--- src/spm_params.svh ---
`ifndef SPM_PARAMS_SVH
`define SPM_PARAMS_SVH
// ----------------------------------------
// modem status / control bit positions
// ----------------------------------------
`define SPM_MSR_CTS      0
`define SPM_MSR_DSR      1
`define SPM_MSR_RI       2
`define SPM_MSR_DCD      3
`define SPM_MCR_DTR      0
`define SPM_MCR_RTS      1
`define SPM_MSR_RST      4'h0
`define SPM_MCR_RST      2'h0
`define SPM_STRAP_RST    6'h00
// ----------------------------------------
// timing
// ----------------------------------------
`define SPM_CLK_NS       50
`define SPM_SYNC_STAGES  3
`endif

--- src/spm_pkg.sv ---
package spm_pkg;
    typedef enum logic [2:0] {
        SPM_ST_STRAP = 3'b001,
        SPM_ST_RUN   = 3'b010,
        SPM_ST_IDLE  = 3'b100
    } spm_state_e;
    typedef logic [3:0] spm_status_t;
endpackage : spm_pkg

--- src/spm_modem_pins.sv ---
// Operation
// - carrier-detect low means carrier; readable status
// - ring-indicate low means ring; readable status
// - clear-to-send low means modem accepts data
// - set-ready low means modem ready; readable status
// - control bit 0 drives terminal-ready low
// - control bit 1 drives request-send low
// - master reset or loop: both high
// - after master reset transmit idles marking
// - port-2 infrared mode holds transmit marking
// - bus reset: six pins are strap inputs
// - serial transmit data drives transmit pin
// - receive pin feeds serial receive data
`timescale 1ns/10ps
`default_nettype none
`include "spm_params.svh"
module spm_modem_pins (
    input  wire logic        ref_clk,
    input  wire logic        sys_rst,
    input  wire logic        clk_en,
    input  wire logic        host_bus_reset_n,
    input  wire logic        master_reset_port1,
    input  wire logic        master_reset_port2,
    input  wire logic        loop_mode_port1,
    input  wire logic        loop_mode_port2,
    input  wire logic        infrared_mode_port2,
    input  wire logic [1:0]  modem_control_reg_port1,
    input  wire logic [1:0]  modem_control_reg_port2,
    input  wire logic        tx_data_port1,
    input  wire logic        tx_data_port2,
    input  wire logic        tx_active_port1,
    input  wire logic        tx_active_port2,
    input  wire logic        carrier_detect_in_port1,
    input  wire logic        carrier_detect_in_port2,
    input  wire logic        ring_indicate_in_port1,
    input  wire logic        ring_indicate_in_port2,
    input  wire logic        clear_to_send_in_port1,
    input  wire logic        clear_to_send_in_port2,
    input  wire logic        set_ready_in_port1,
    input  wire logic        set_ready_in_port2,
    input  wire logic        serial_rx_port1,
    input  wire logic        serial_rx_port2,
    input  wire logic        terminal_ready_in_port1,
    input  wire logic        terminal_ready_in_port2,
    input  wire logic        request_send_in_port1,
    input  wire logic        request_send_in_port2,
    input  wire logic        serial_tx_in_port1,
    input  wire logic        serial_tx_in_port2,
    output logic             terminal_ready_out_port1,
    output logic             terminal_ready_out_port2,
    output logic             request_send_out_port1,
    output logic             request_send_out_port2,
    output logic             serial_tx_port1,
    output logic             serial_tx_port2,
    output logic             pin_oe_n,
    output logic [3:0]       modem_status_reg_port1,
    output logic [3:0]       modem_status_reg_port2,
    output logic             rx_data_port1,
    output logic             rx_data_port2,
    output logic [6:1]       strap_option,
    output logic             strap_valid
);
    // ----------------------------------------
    // input synchronisers
    // ----------------------------------------
    logic [15:0] raw_in;
    logic [15:0] syn_in;
    // strap pins share the same stages so their levels line up with the bus reset release
    assign raw_in = {
        serial_tx_in_port2,
        request_send_in_port2,
        terminal_ready_in_port2,
        serial_tx_in_port1,
        request_send_in_port1,
        terminal_ready_in_port1,
        serial_rx_port2,
        serial_rx_port1,
        carrier_detect_in_port2,
        ring_indicate_in_port2,
        set_ready_in_port2,
        clear_to_send_in_port2,
        carrier_detect_in_port1,
        ring_indicate_in_port1,
        set_ready_in_port1,
        clear_to_send_in_port1
    };

    genvar gi;
    generate
        for (gi = 0; gi < 16; gi = gi + 1) begin : g_sync
            spm_sync u_sync (
                .ref_clk  (ref_clk),
                .sys_rst  (sys_rst),
                .clk_en   (clk_en),
                .rst_val  (1'b1),
                .async_in (raw_in[gi]),
                .sync_out (syn_in[gi])
            );
        end
    endgenerate

    logic bus_rst_sync;
    spm_sync u_brst (
        .ref_clk  (ref_clk),
        .sys_rst  (sys_rst),
        .clk_en   (clk_en),
        .rst_val  (1'b1),
        .async_in (~host_bus_reset_n),
        .sync_out (bus_rst_sync)
    );

    // ----------------------------------------
    // strap capture state machine
    // ----------------------------------------
    spm_pkg::spm_state_e state;
    spm_pkg::spm_state_e next_state;
    logic                drive_en;

    always_comb begin
        case (state)
            spm_pkg::SPM_ST_STRAP: next_state = bus_rst_sync ? spm_pkg::SPM_ST_STRAP : spm_pkg::SPM_ST_RUN;
            spm_pkg::SPM_ST_RUN:   next_state = bus_rst_sync ? spm_pkg::SPM_ST_STRAP : spm_pkg::SPM_ST_RUN;
            default:               next_state = spm_pkg::SPM_ST_STRAP;
        endcase
    end

    // pins float as inputs while the bus reset holds; straps latched on the release edge
    always_ff @(posedge ref_clk) begin
        if (sys_rst) begin
            state        <= spm_pkg::SPM_ST_STRAP;
            strap_option <= `SPM_STRAP_RST;
            strap_valid  <= 1'b0;
        end else if (clk_en) begin
            state <= next_state;
            if (state == spm_pkg::SPM_ST_STRAP && !bus_rst_sync) begin
                strap_option <= {syn_in[14], syn_in[15], syn_in[13],
                                 syn_in[12], syn_in[11], syn_in[10]};
                strap_valid  <= 1'b1;
            end else if (state == spm_pkg::SPM_ST_STRAP) begin
                strap_valid  <= 1'b0;
            end
        end
    end
    assign drive_en = (state == spm_pkg::SPM_ST_RUN);
    assign pin_oe_n = ~drive_en;

    // ----------------------------------------
    // modem status and receive data
    // ----------------------------------------
    // status bits are active high views of the active-low pins
    always_ff @(posedge ref_clk) begin
        if (sys_rst) begin
            modem_status_reg_port1 <= `SPM_MSR_RST;
            modem_status_reg_port2 <= `SPM_MSR_RST;
            rx_data_port1          <= 1'b1;
            rx_data_port2          <= 1'b1;
        end else if (clk_en) begin
            modem_status_reg_port1 <= ~syn_in[3:0];
            modem_status_reg_port2 <= ~syn_in[7:4];
            rx_data_port1          <= syn_in[8];
            rx_data_port2          <= syn_in[9];
        end
    end

    // ----------------------------------------
    // modem control and transmit outputs
    // ----------------------------------------
    wire hold1 = master_reset_port1 | loop_mode_port1;
    wire hold2 = master_reset_port2 | loop_mode_port2;
    logic mr_idle1;
    logic mr_idle2;

    always_ff @(posedge ref_clk) begin
        if (sys_rst) begin
            terminal_ready_out_port1 <= 1'b1;
            terminal_ready_out_port2 <= 1'b1;
            request_send_out_port1   <= 1'b1;
            request_send_out_port2   <= 1'b1;
            serial_tx_port1          <= 1'b1;
            serial_tx_port2          <= 1'b1;
            mr_idle1                 <= 1'b1;
            mr_idle2                 <= 1'b1;
        end else if (clk_en) begin
            // marking holds from master reset until a frame starts
            mr_idle1 <= master_reset_port1 | (mr_idle1 & ~tx_active_port1);
            mr_idle2 <= master_reset_port2 | (mr_idle2 & ~tx_active_port2);
            terminal_ready_out_port1 <= hold1 | ~modem_control_reg_port1[`SPM_MCR_DTR];
            request_send_out_port1   <= hold1 | ~modem_control_reg_port1[`SPM_MCR_RTS];
            terminal_ready_out_port2 <= hold2 | ~modem_control_reg_port2[`SPM_MCR_DTR];
            request_send_out_port2   <= hold2 | ~modem_control_reg_port2[`SPM_MCR_RTS];
            serial_tx_port1 <= master_reset_port1 | (mr_idle1 & ~tx_active_port1) | tx_data_port1;
            serial_tx_port2 <= master_reset_port2 | infrared_mode_port2
                               | (mr_idle2 & ~tx_active_port2) | tx_data_port2;
        end
    end
endmodule : spm_modem_pins
`default_nettype wire

--- src/spm_sync.sv ---
`timescale 1ns/10ps
`default_nettype none
// ----------------------------------------
// three-stage input synchroniser
// ----------------------------------------
module spm_sync (
    input  wire logic ref_clk,
    input  wire logic sys_rst,
    input  wire logic clk_en,
    input  wire logic rst_val,
    input  wire logic async_in,
    output var  logic sync_out
);
    logic s1;
    logic s2;
    logic s3;

    // stage one only feeds stage two; a change counts once two and three agree
    always_ff @(posedge ref_clk) begin
        if (sys_rst) begin
            s1 <= 1'b1;
            s2 <= 1'b1;
            s3 <= 1'b1;
            sync_out <= 1'b1;
        end else if (clk_en) begin
            s1 <= async_in;
            s2 <= s1;
            s3 <= s2;
            if (s2 == s3) begin
                sync_out <= s3;
            end
        end
    end
    // rst_val kept for symmetry of instantiation; reset level is idle high
    logic unused_rst_val;
    assign unused_rst_val = rst_val;
endmodule : spm_sync
`default_nettype wire

--- config.mk ---
export PLATFORM = sky130hd
export DESIGN_NAME = spm_modem_pins
export DESIGN_NICKNAME = d
export VERILOG_FILES = /design/src/spm_pkg.sv /design/src/spm_modem_pins.sv /design/src/spm_sync.sv
export VERILOG_INCLUDE_DIRS = /design/src
export SDC_FILE = /design/constraint.sdc
export NUM_CORES = 1
export LEC_CHECK = 0
export ABC_CLOCK_PERIOD_IN_PS = 1400
export BUFFER_PORTS_ARGS = -buffer_cell sky130_fd_sc_hd__buf_2
export CORE_ASPECT_RATIO = 0.7
export CORE_MARGIN = 2
export CORE_UTILIZATION = 56
export DETAILED_ROUTE_END_ITERATION = 10
export GPL_ROUTABILITY_DRIVEN = 0
export PLACE_DENSITY = 0.83
export SYNTH_ARGS = -nofsm -noshare
export SYNTH_HDL_FRONTEND = slang
export SYNTH_HIERARCHICAL = 1
export SYNTH_SLANG_ARGS = --single-unit
--- constraint.sdc ---
create_clock -name ref_clk -period 1.4 [get_ports ref_clk]
set_clock_uncertainty 0.05 [all_clocks]
set_input_delay 0.28 -clock ref_clk [delete_from_list [all_inputs] [get_ports ref_clk]]
set_output_delay 0.28 -clock ref_clk [all_outputs]
set_load 0.05 [all_outputs]
==> results of run 1 <==
[sequential cells by signal, indices dropped and copies added (netlist names), 2 cells and up]
| name | cells |
|---|---|
| g_sync.u_sync/sync_out | 16 |
| state | 2 |
| modem_status_reg_port2 | 4 |
| strap_option | 6 |
| g_sync.u_sync/s3 | 16 |
| modem_status_reg_port1 | 4 |
| g_sync.u_sync/s2 | 16 |
| g_sync.u_sync/s1 | 16 |
[layer usage]
| metal | track usage | vias up |
|---|---|---|
| met5 | 0 | - |
| met4 | 0.07508 | 0 |
| met3 | 0.05588 | 11 |
| met2 | 0.3068 | 35 |
| met1 | 0.2417 | 1285 |
| li1 | - | 1442 |
[worst min-delay path by stage]
stage                                                  from                                 to  slack [ns]  depth (start not counted)
after floorplan                                     sys_rst   g_sync[0].u_sync/s1$_SDFFE_PP1P_        0.33                          1
after global placement    g_sync[15].u_sync/s1$_SDFFE_PP1P_  g_sync[15].u_sync/s2$_SDFFE_PP1P_        0.39                          1
after detailed placement  g_sync[12].u_sync/s1$_SDFFE_PP1P_  g_sync[12].u_sync/s2$_SDFFE_PP1P_        0.39                          1
after CTS                            clear_to_send_in_port1   g_sync[0].u_sync/s1$_SDFFE_PP1P_        0.05                          2
after global routing                     set_ready_in_port1   g_sync[1].u_sync/s1$_SDFFE_PP1P_        0.05                          2
final                                clear_to_send_in_port1   g_sync[0].u_sync/s1$_SDFFE_PP1P_        0.07                          2
[power breakdown]
part | switching, uW | internal (uW) | total, uW
Sequential | 79.6 | 2830 | 2910
Clock | 935 | 703 | 1640
Combinational | 300 | 236 | 537
[per-stage QoR]
| step | TNS (ns) | hold WS (ns) | cell area, um2 | setup WS [ns] |
|---|---|---|---|---|
| 6_report | -0.02223 | 0.07435 | 4334 | -0.02223 |
| 5_1_grt | -0.07400 | 0.05256 | 4334 | -0.07400 |
| 4_1_cts | -0.02873 | 0.05433 | 4333 | -0.02873 |
| 2_1_floorplan | 0 | 0.3286 | 3719 | 0.2147 |
| 3_3_place_gp | 0 | 0.3886 | 4119 | 0.1578 |
| 3_5_place_dp | 0 | 0.3948 | 4119 | 0.09390 |
[cell type report]
| class | instances | area share |
|---|---|---|
| multi-input combinational | 243 | 0.3814 |
| sequential | 95 | 0.4394 |
| inverter | 23 | 0.01992 |
| timing repair buffer | 63 | 0.09122 |
| clock inverter | 6 | 0.01010 |
| clock buffer | 10 | 0.03176 |
| tap | 91 | 0.02627 |
[what timing repair did]
item | CTS | global route
resized for setup | 9 | 1
setup endpoints to repair | 1 | 7
buffers inserted | 1 | 0
pin swaps | 1 | 0
endpoints found under the hold margin | 0 | 0
[critical path: stages, from the launching register on]
cell	delay (ns)
dfxtp_2	0.35
inv_2	0.04
ha_4	0.15
inv_2	0.06
buf_8	0.14
==> run metrics, run 1 <==
status=complete, but fails checks; failing checks=negative setup slack; worst-path fanout max=2; total power=5086 uW; DRT Wirelength=6685 um; count of input and output buffers=56; Pre-antenna DRT Iters=4; CP required=1.07 ns; Clock Sinks=95; Leak=0.001917 uW; syn nets=405; most frequent cells in the layout=93 x dfxtp_1, 54 x buf_2, 52 x a21oi_1, 38 x nor2b_1, 36 x a211o_1; startpoint types=flip-flop; nets=470; Synth Cell Area=3719 um2; total CTS buffers=9; row count=24; Slew headroom=0.7709; Die X=101.4 um; pin count of the biggest net entering global routing=75; met2 routed WL=3153 um; vias in the first global route=2526; antenna viol nets, final=0; Ports=57; # setup viols final=1; crit path to=pin_oe_n; setup ws final=-0.02223 ns; Highest Signal Layer=met4; layout cell share with drive strength beyond 1=0.2159; met3 WL=240 um; actual slew at the worst max-slew pin=0.3436 ns; placed insts=514; Post-Syn Instances=370; diode count=0; slack of the worst reg-to-reg path=0.11 ns; clock latency on the worst-skew pair=0.36 ns; RR Startpoint=state[0]$_SDFFE_PP1P_; # Max-Cap Violations=0; core footprint=6336 um2; Crit Path Class=flip-flop to primary output; initial antenna violation count=0; worst r2r path cells=4; PD cells=1173 nW/um2; fillers=517; Worst setup EP type=primary output; Reg clk slew, reported paths=0.09 ns; Final Hold Viols=0; post-layout min period=1.422 ns; vias post-DR=2773; Met1 Wirelength=3163 um; fmax=0.7031 GHz; CTS HTree Levels=3; area grow syn2layout=16.55%; first-pass GRT wire length=10960 um; Max VDD drop=745.7 uV; Multi-input gate area=1653 um2; CP startpoint=state[0]$_SDFFE_PP1P_; hold_buf cts=0; reg2reg end=strap_option[4]$_SDFFE_PP0P_; GRT Resource Usage Total=0.1900; most common library cell in the layout ignoring fill and taps=dfxtp_1; grt total ovfl=0; synth warn=6; Final Max Slew Viols=0; worst hold path class=input pin to flip-flop; starting density of the core=0.5869; Die Area=7318 um2; Post-DP HPWL=4345 um; remaining routing DRC violations=0; Non-Filler Instances=531; sequential standard cell area=1904 um2; final period utilization=1.016; unrepaired setup endpoints after global routing=yes; Die Y=72.18 um; number of DRC markers in iteration 0=91; syn avg cell area=10.05 um2; root buf cell=clkbuf_8; WL per Instance=12.59 um; CP arrival=1.09 ns; Clock Path Buffers=2; post-layout util=0.6840; Vias per Instance=5.222; CTS tree=built
Note: power is estimated with default switching activity, not from simulation.
==> run 2, diff against run 1 <==
==> constraint.sdc (replaced) <==
create_clock -name ref_clk -period 1.4 [get_ports ref_clk]
set_clock_uncertainty 0.05 [all_clocks]
set_input_delay 0.28 -clock ref_clk [delete_from_list [all_inputs] [get_ports ref_clk]]
set_output_delay 0.28 -clock ref_clk [all_outputs]
set_load 0.01 [all_outputs]
==> run 2 against run 1 <==
- the flow now finishes without violations
- first-iteration DRC count shrank 31%
- setup slack improved by 0.046 ns
- flip-flop and latch count is the same
- maximum frequency rose by 3.4%
- critical path depth is the same
- sequential share of layout area is 0.51 points lower
- total power grew 5.2%
==> run metrics, run 2 (synthesis results as in run 1) <==
Die X=101.4 um; Die Area=7318 um2; initial antenna violation count=0; PD cells=1219 nW/um2; CTS tree=built; Leak=0.001947 uW; final period utilization=0.9829; clock power share=0.367; WHS=0.06364 ns; most frequent CP cell=inv_2; first-pass GRT wire length=10960 um; unrepaired setup endpoints after global routing=yes; nets=472; Clock Path Buffers=2; CTS HTree Levels=3; vias in the first global route=2497; total CTS buffers=9; most common library cell in the layout ignoring fill and taps=dfxtp_1; diode count=0; fmax=0.7267 GHz; hold path depth=2; sw frac=0.2297; crit-path max cell delay=0.35 ns; most frequent cells in the layout=93 x dfxtp_1, 54 x buf_2, 52 x a21oi_1, 38 x nor2b_1, 36 x a211o_1; slack of the worst reg-to-reg path=0.11 ns; CP required=1.07 ns; startpoint types=flip-flop; Max VDD drop=875.2 uV; status=complete, no violations; hold_buf cts=0; Die Y=72.18 um; core footprint=6336 um2; Clock Sinks=95; Worst path slowest cell=dfxtp_2; sequential cell fraction of total power=0.544; WL per Instance=12.60 um; Reg clk slew, reported paths=0.09 ns; Cell Int Power=4119 uW; Crit Path Class=flip-flop to primary output; vias post-DR=2774; # setup viols final=0; Vias per Instance=5.205; pin count of the biggest net entering global routing=65; layout cell share with drive strength beyond 1=0.2195; starting density of the core=0.5869; remaining routing DRC violations=0; row count=24; Final Max Slew Viols=0; cell breakdown of the critical path=inv_2 -> ha_4 -> inv_2 -> buf_6; sw power=1228 uW; clock latency on the worst-skew pair=0.37 ns; antenna viol nets, final=0; combinational share of power=0.089; Slew headroom=0.8179; GRT Resource Usage Total=0.1919; Post-DP HPWL=4345 um; # Max-Cap Violations=0; actual slew at the worst max-slew pin=0.2695 ns; worst hold path class=input pin to flip-flop; count of input and output buffers=56; worst-path fanout max=2; area grow syn2layout=17.93%; Final Hold Viols=0; Ports=57; DRT Wirelength=6716 um; CP arrival=1.05 ns; Pre-antenna DRT Iters=7; Worst setup EP type=primary output; number of DRC markers in iteration 0=63; grt total ovfl=0; post-layout min period=1.376 ns; root buf cell=clkbuf_8; worst r2r path cells=4; total power=5348 uW
==> run 2: cell types whose count changed in the layout (fill, tap and decap cells not counted) <==
cell / delta
buf_4: +2
bufinv_16: +2
inv_6: -2
buf_6: +1
buf_8: -1
clkinv_2: +1
clkinvlp_4: -1
==> run 2: per-layer routing <==
| layer | share of wire | track usage | vias up |
|---|---|---|---|
| li1 | - | - | 1449 |
| met1 | 0.47 | 0.2337 | 1279 |
| met2 | 0.47 | 0.3113 | 34 |
| met3 | 0.048 | 0.08382 | 12 |
| met4 | 0.015 | 0.05556 | 0 |
| met5 | 0 | 0 | - |
==> run 2: path summary, 6_finish.rpt <==
check	start	end
setup / recovery	state[0]$_SDFFE_PP1P_	pin_oe_n
hold / removal	set_ready_in_port1	g_sync[1].u_sync/s1$_SDFFE_PP1P_
hold reg to reg	g_sync[0].u_sync/s1$_SDFFE_PP1P_	g_sync[0].u_sync/s2$_SDFFE_PP1P_
setup reg to reg	state[0]$_SDFFE_PP1P_	strap_option[3]$_SDFFE_PP0P_
==> run 2: power by group through the flow <==
stage	sequential (uW)	clock (uW)	combinational [uW]
floorplan	2960	0	272
finish	2910	1960	477
global route	2930	2130	530
CTS	2910	2020	481
global placement	2970	0	457
detailed placement	2970	0	477
==> run 2: critical path, delay by kind of cell, from the launching register on <==
kind | cells | cell delay (ns)
buf+inv | 3 | 0.19
flops | 1 | 0.35
fa+ha+maj | 1 | 0.15
==> run 2: layout make-up <==
cell class	instances	area, um2
Multi-Input combinational cell	243	1653
Fill cell	498	1951
Timing Repair Buffer	65	406.6
Clock inverter	6	83.83
Tap cell	91	113.9
Inverter	23	86.33
Sequential cell	95	1904
Clock buffer	10	137.6
==> run 2: timing repair <==
action	4_1_cts	5_1_grt
buffers inserted	1	0
gates cloned	0	0
endpoints found under the hold margin	0	0
setup endpoints to repair	1	7
pin swaps	0	1
gates resized for setup	7	1
==> run 2: per-stage QoR <==
stage,area [um2],TNS (ns),instances,utilization,setup slack (ns)
6_report,4385,0,533,0.6921,0.02399
5_1_grt,4385,-0.03238,533,0.6921,-0.03238
4_1_cts,4384,0,533,0.6919,0.01089
3_5_place_dp,4134,0,516,0.6524,0.1099
3_3_place_gp,4134,0,516,0.6524,0.1662
2_1_floorplan,3719,0,370,-,0.2912
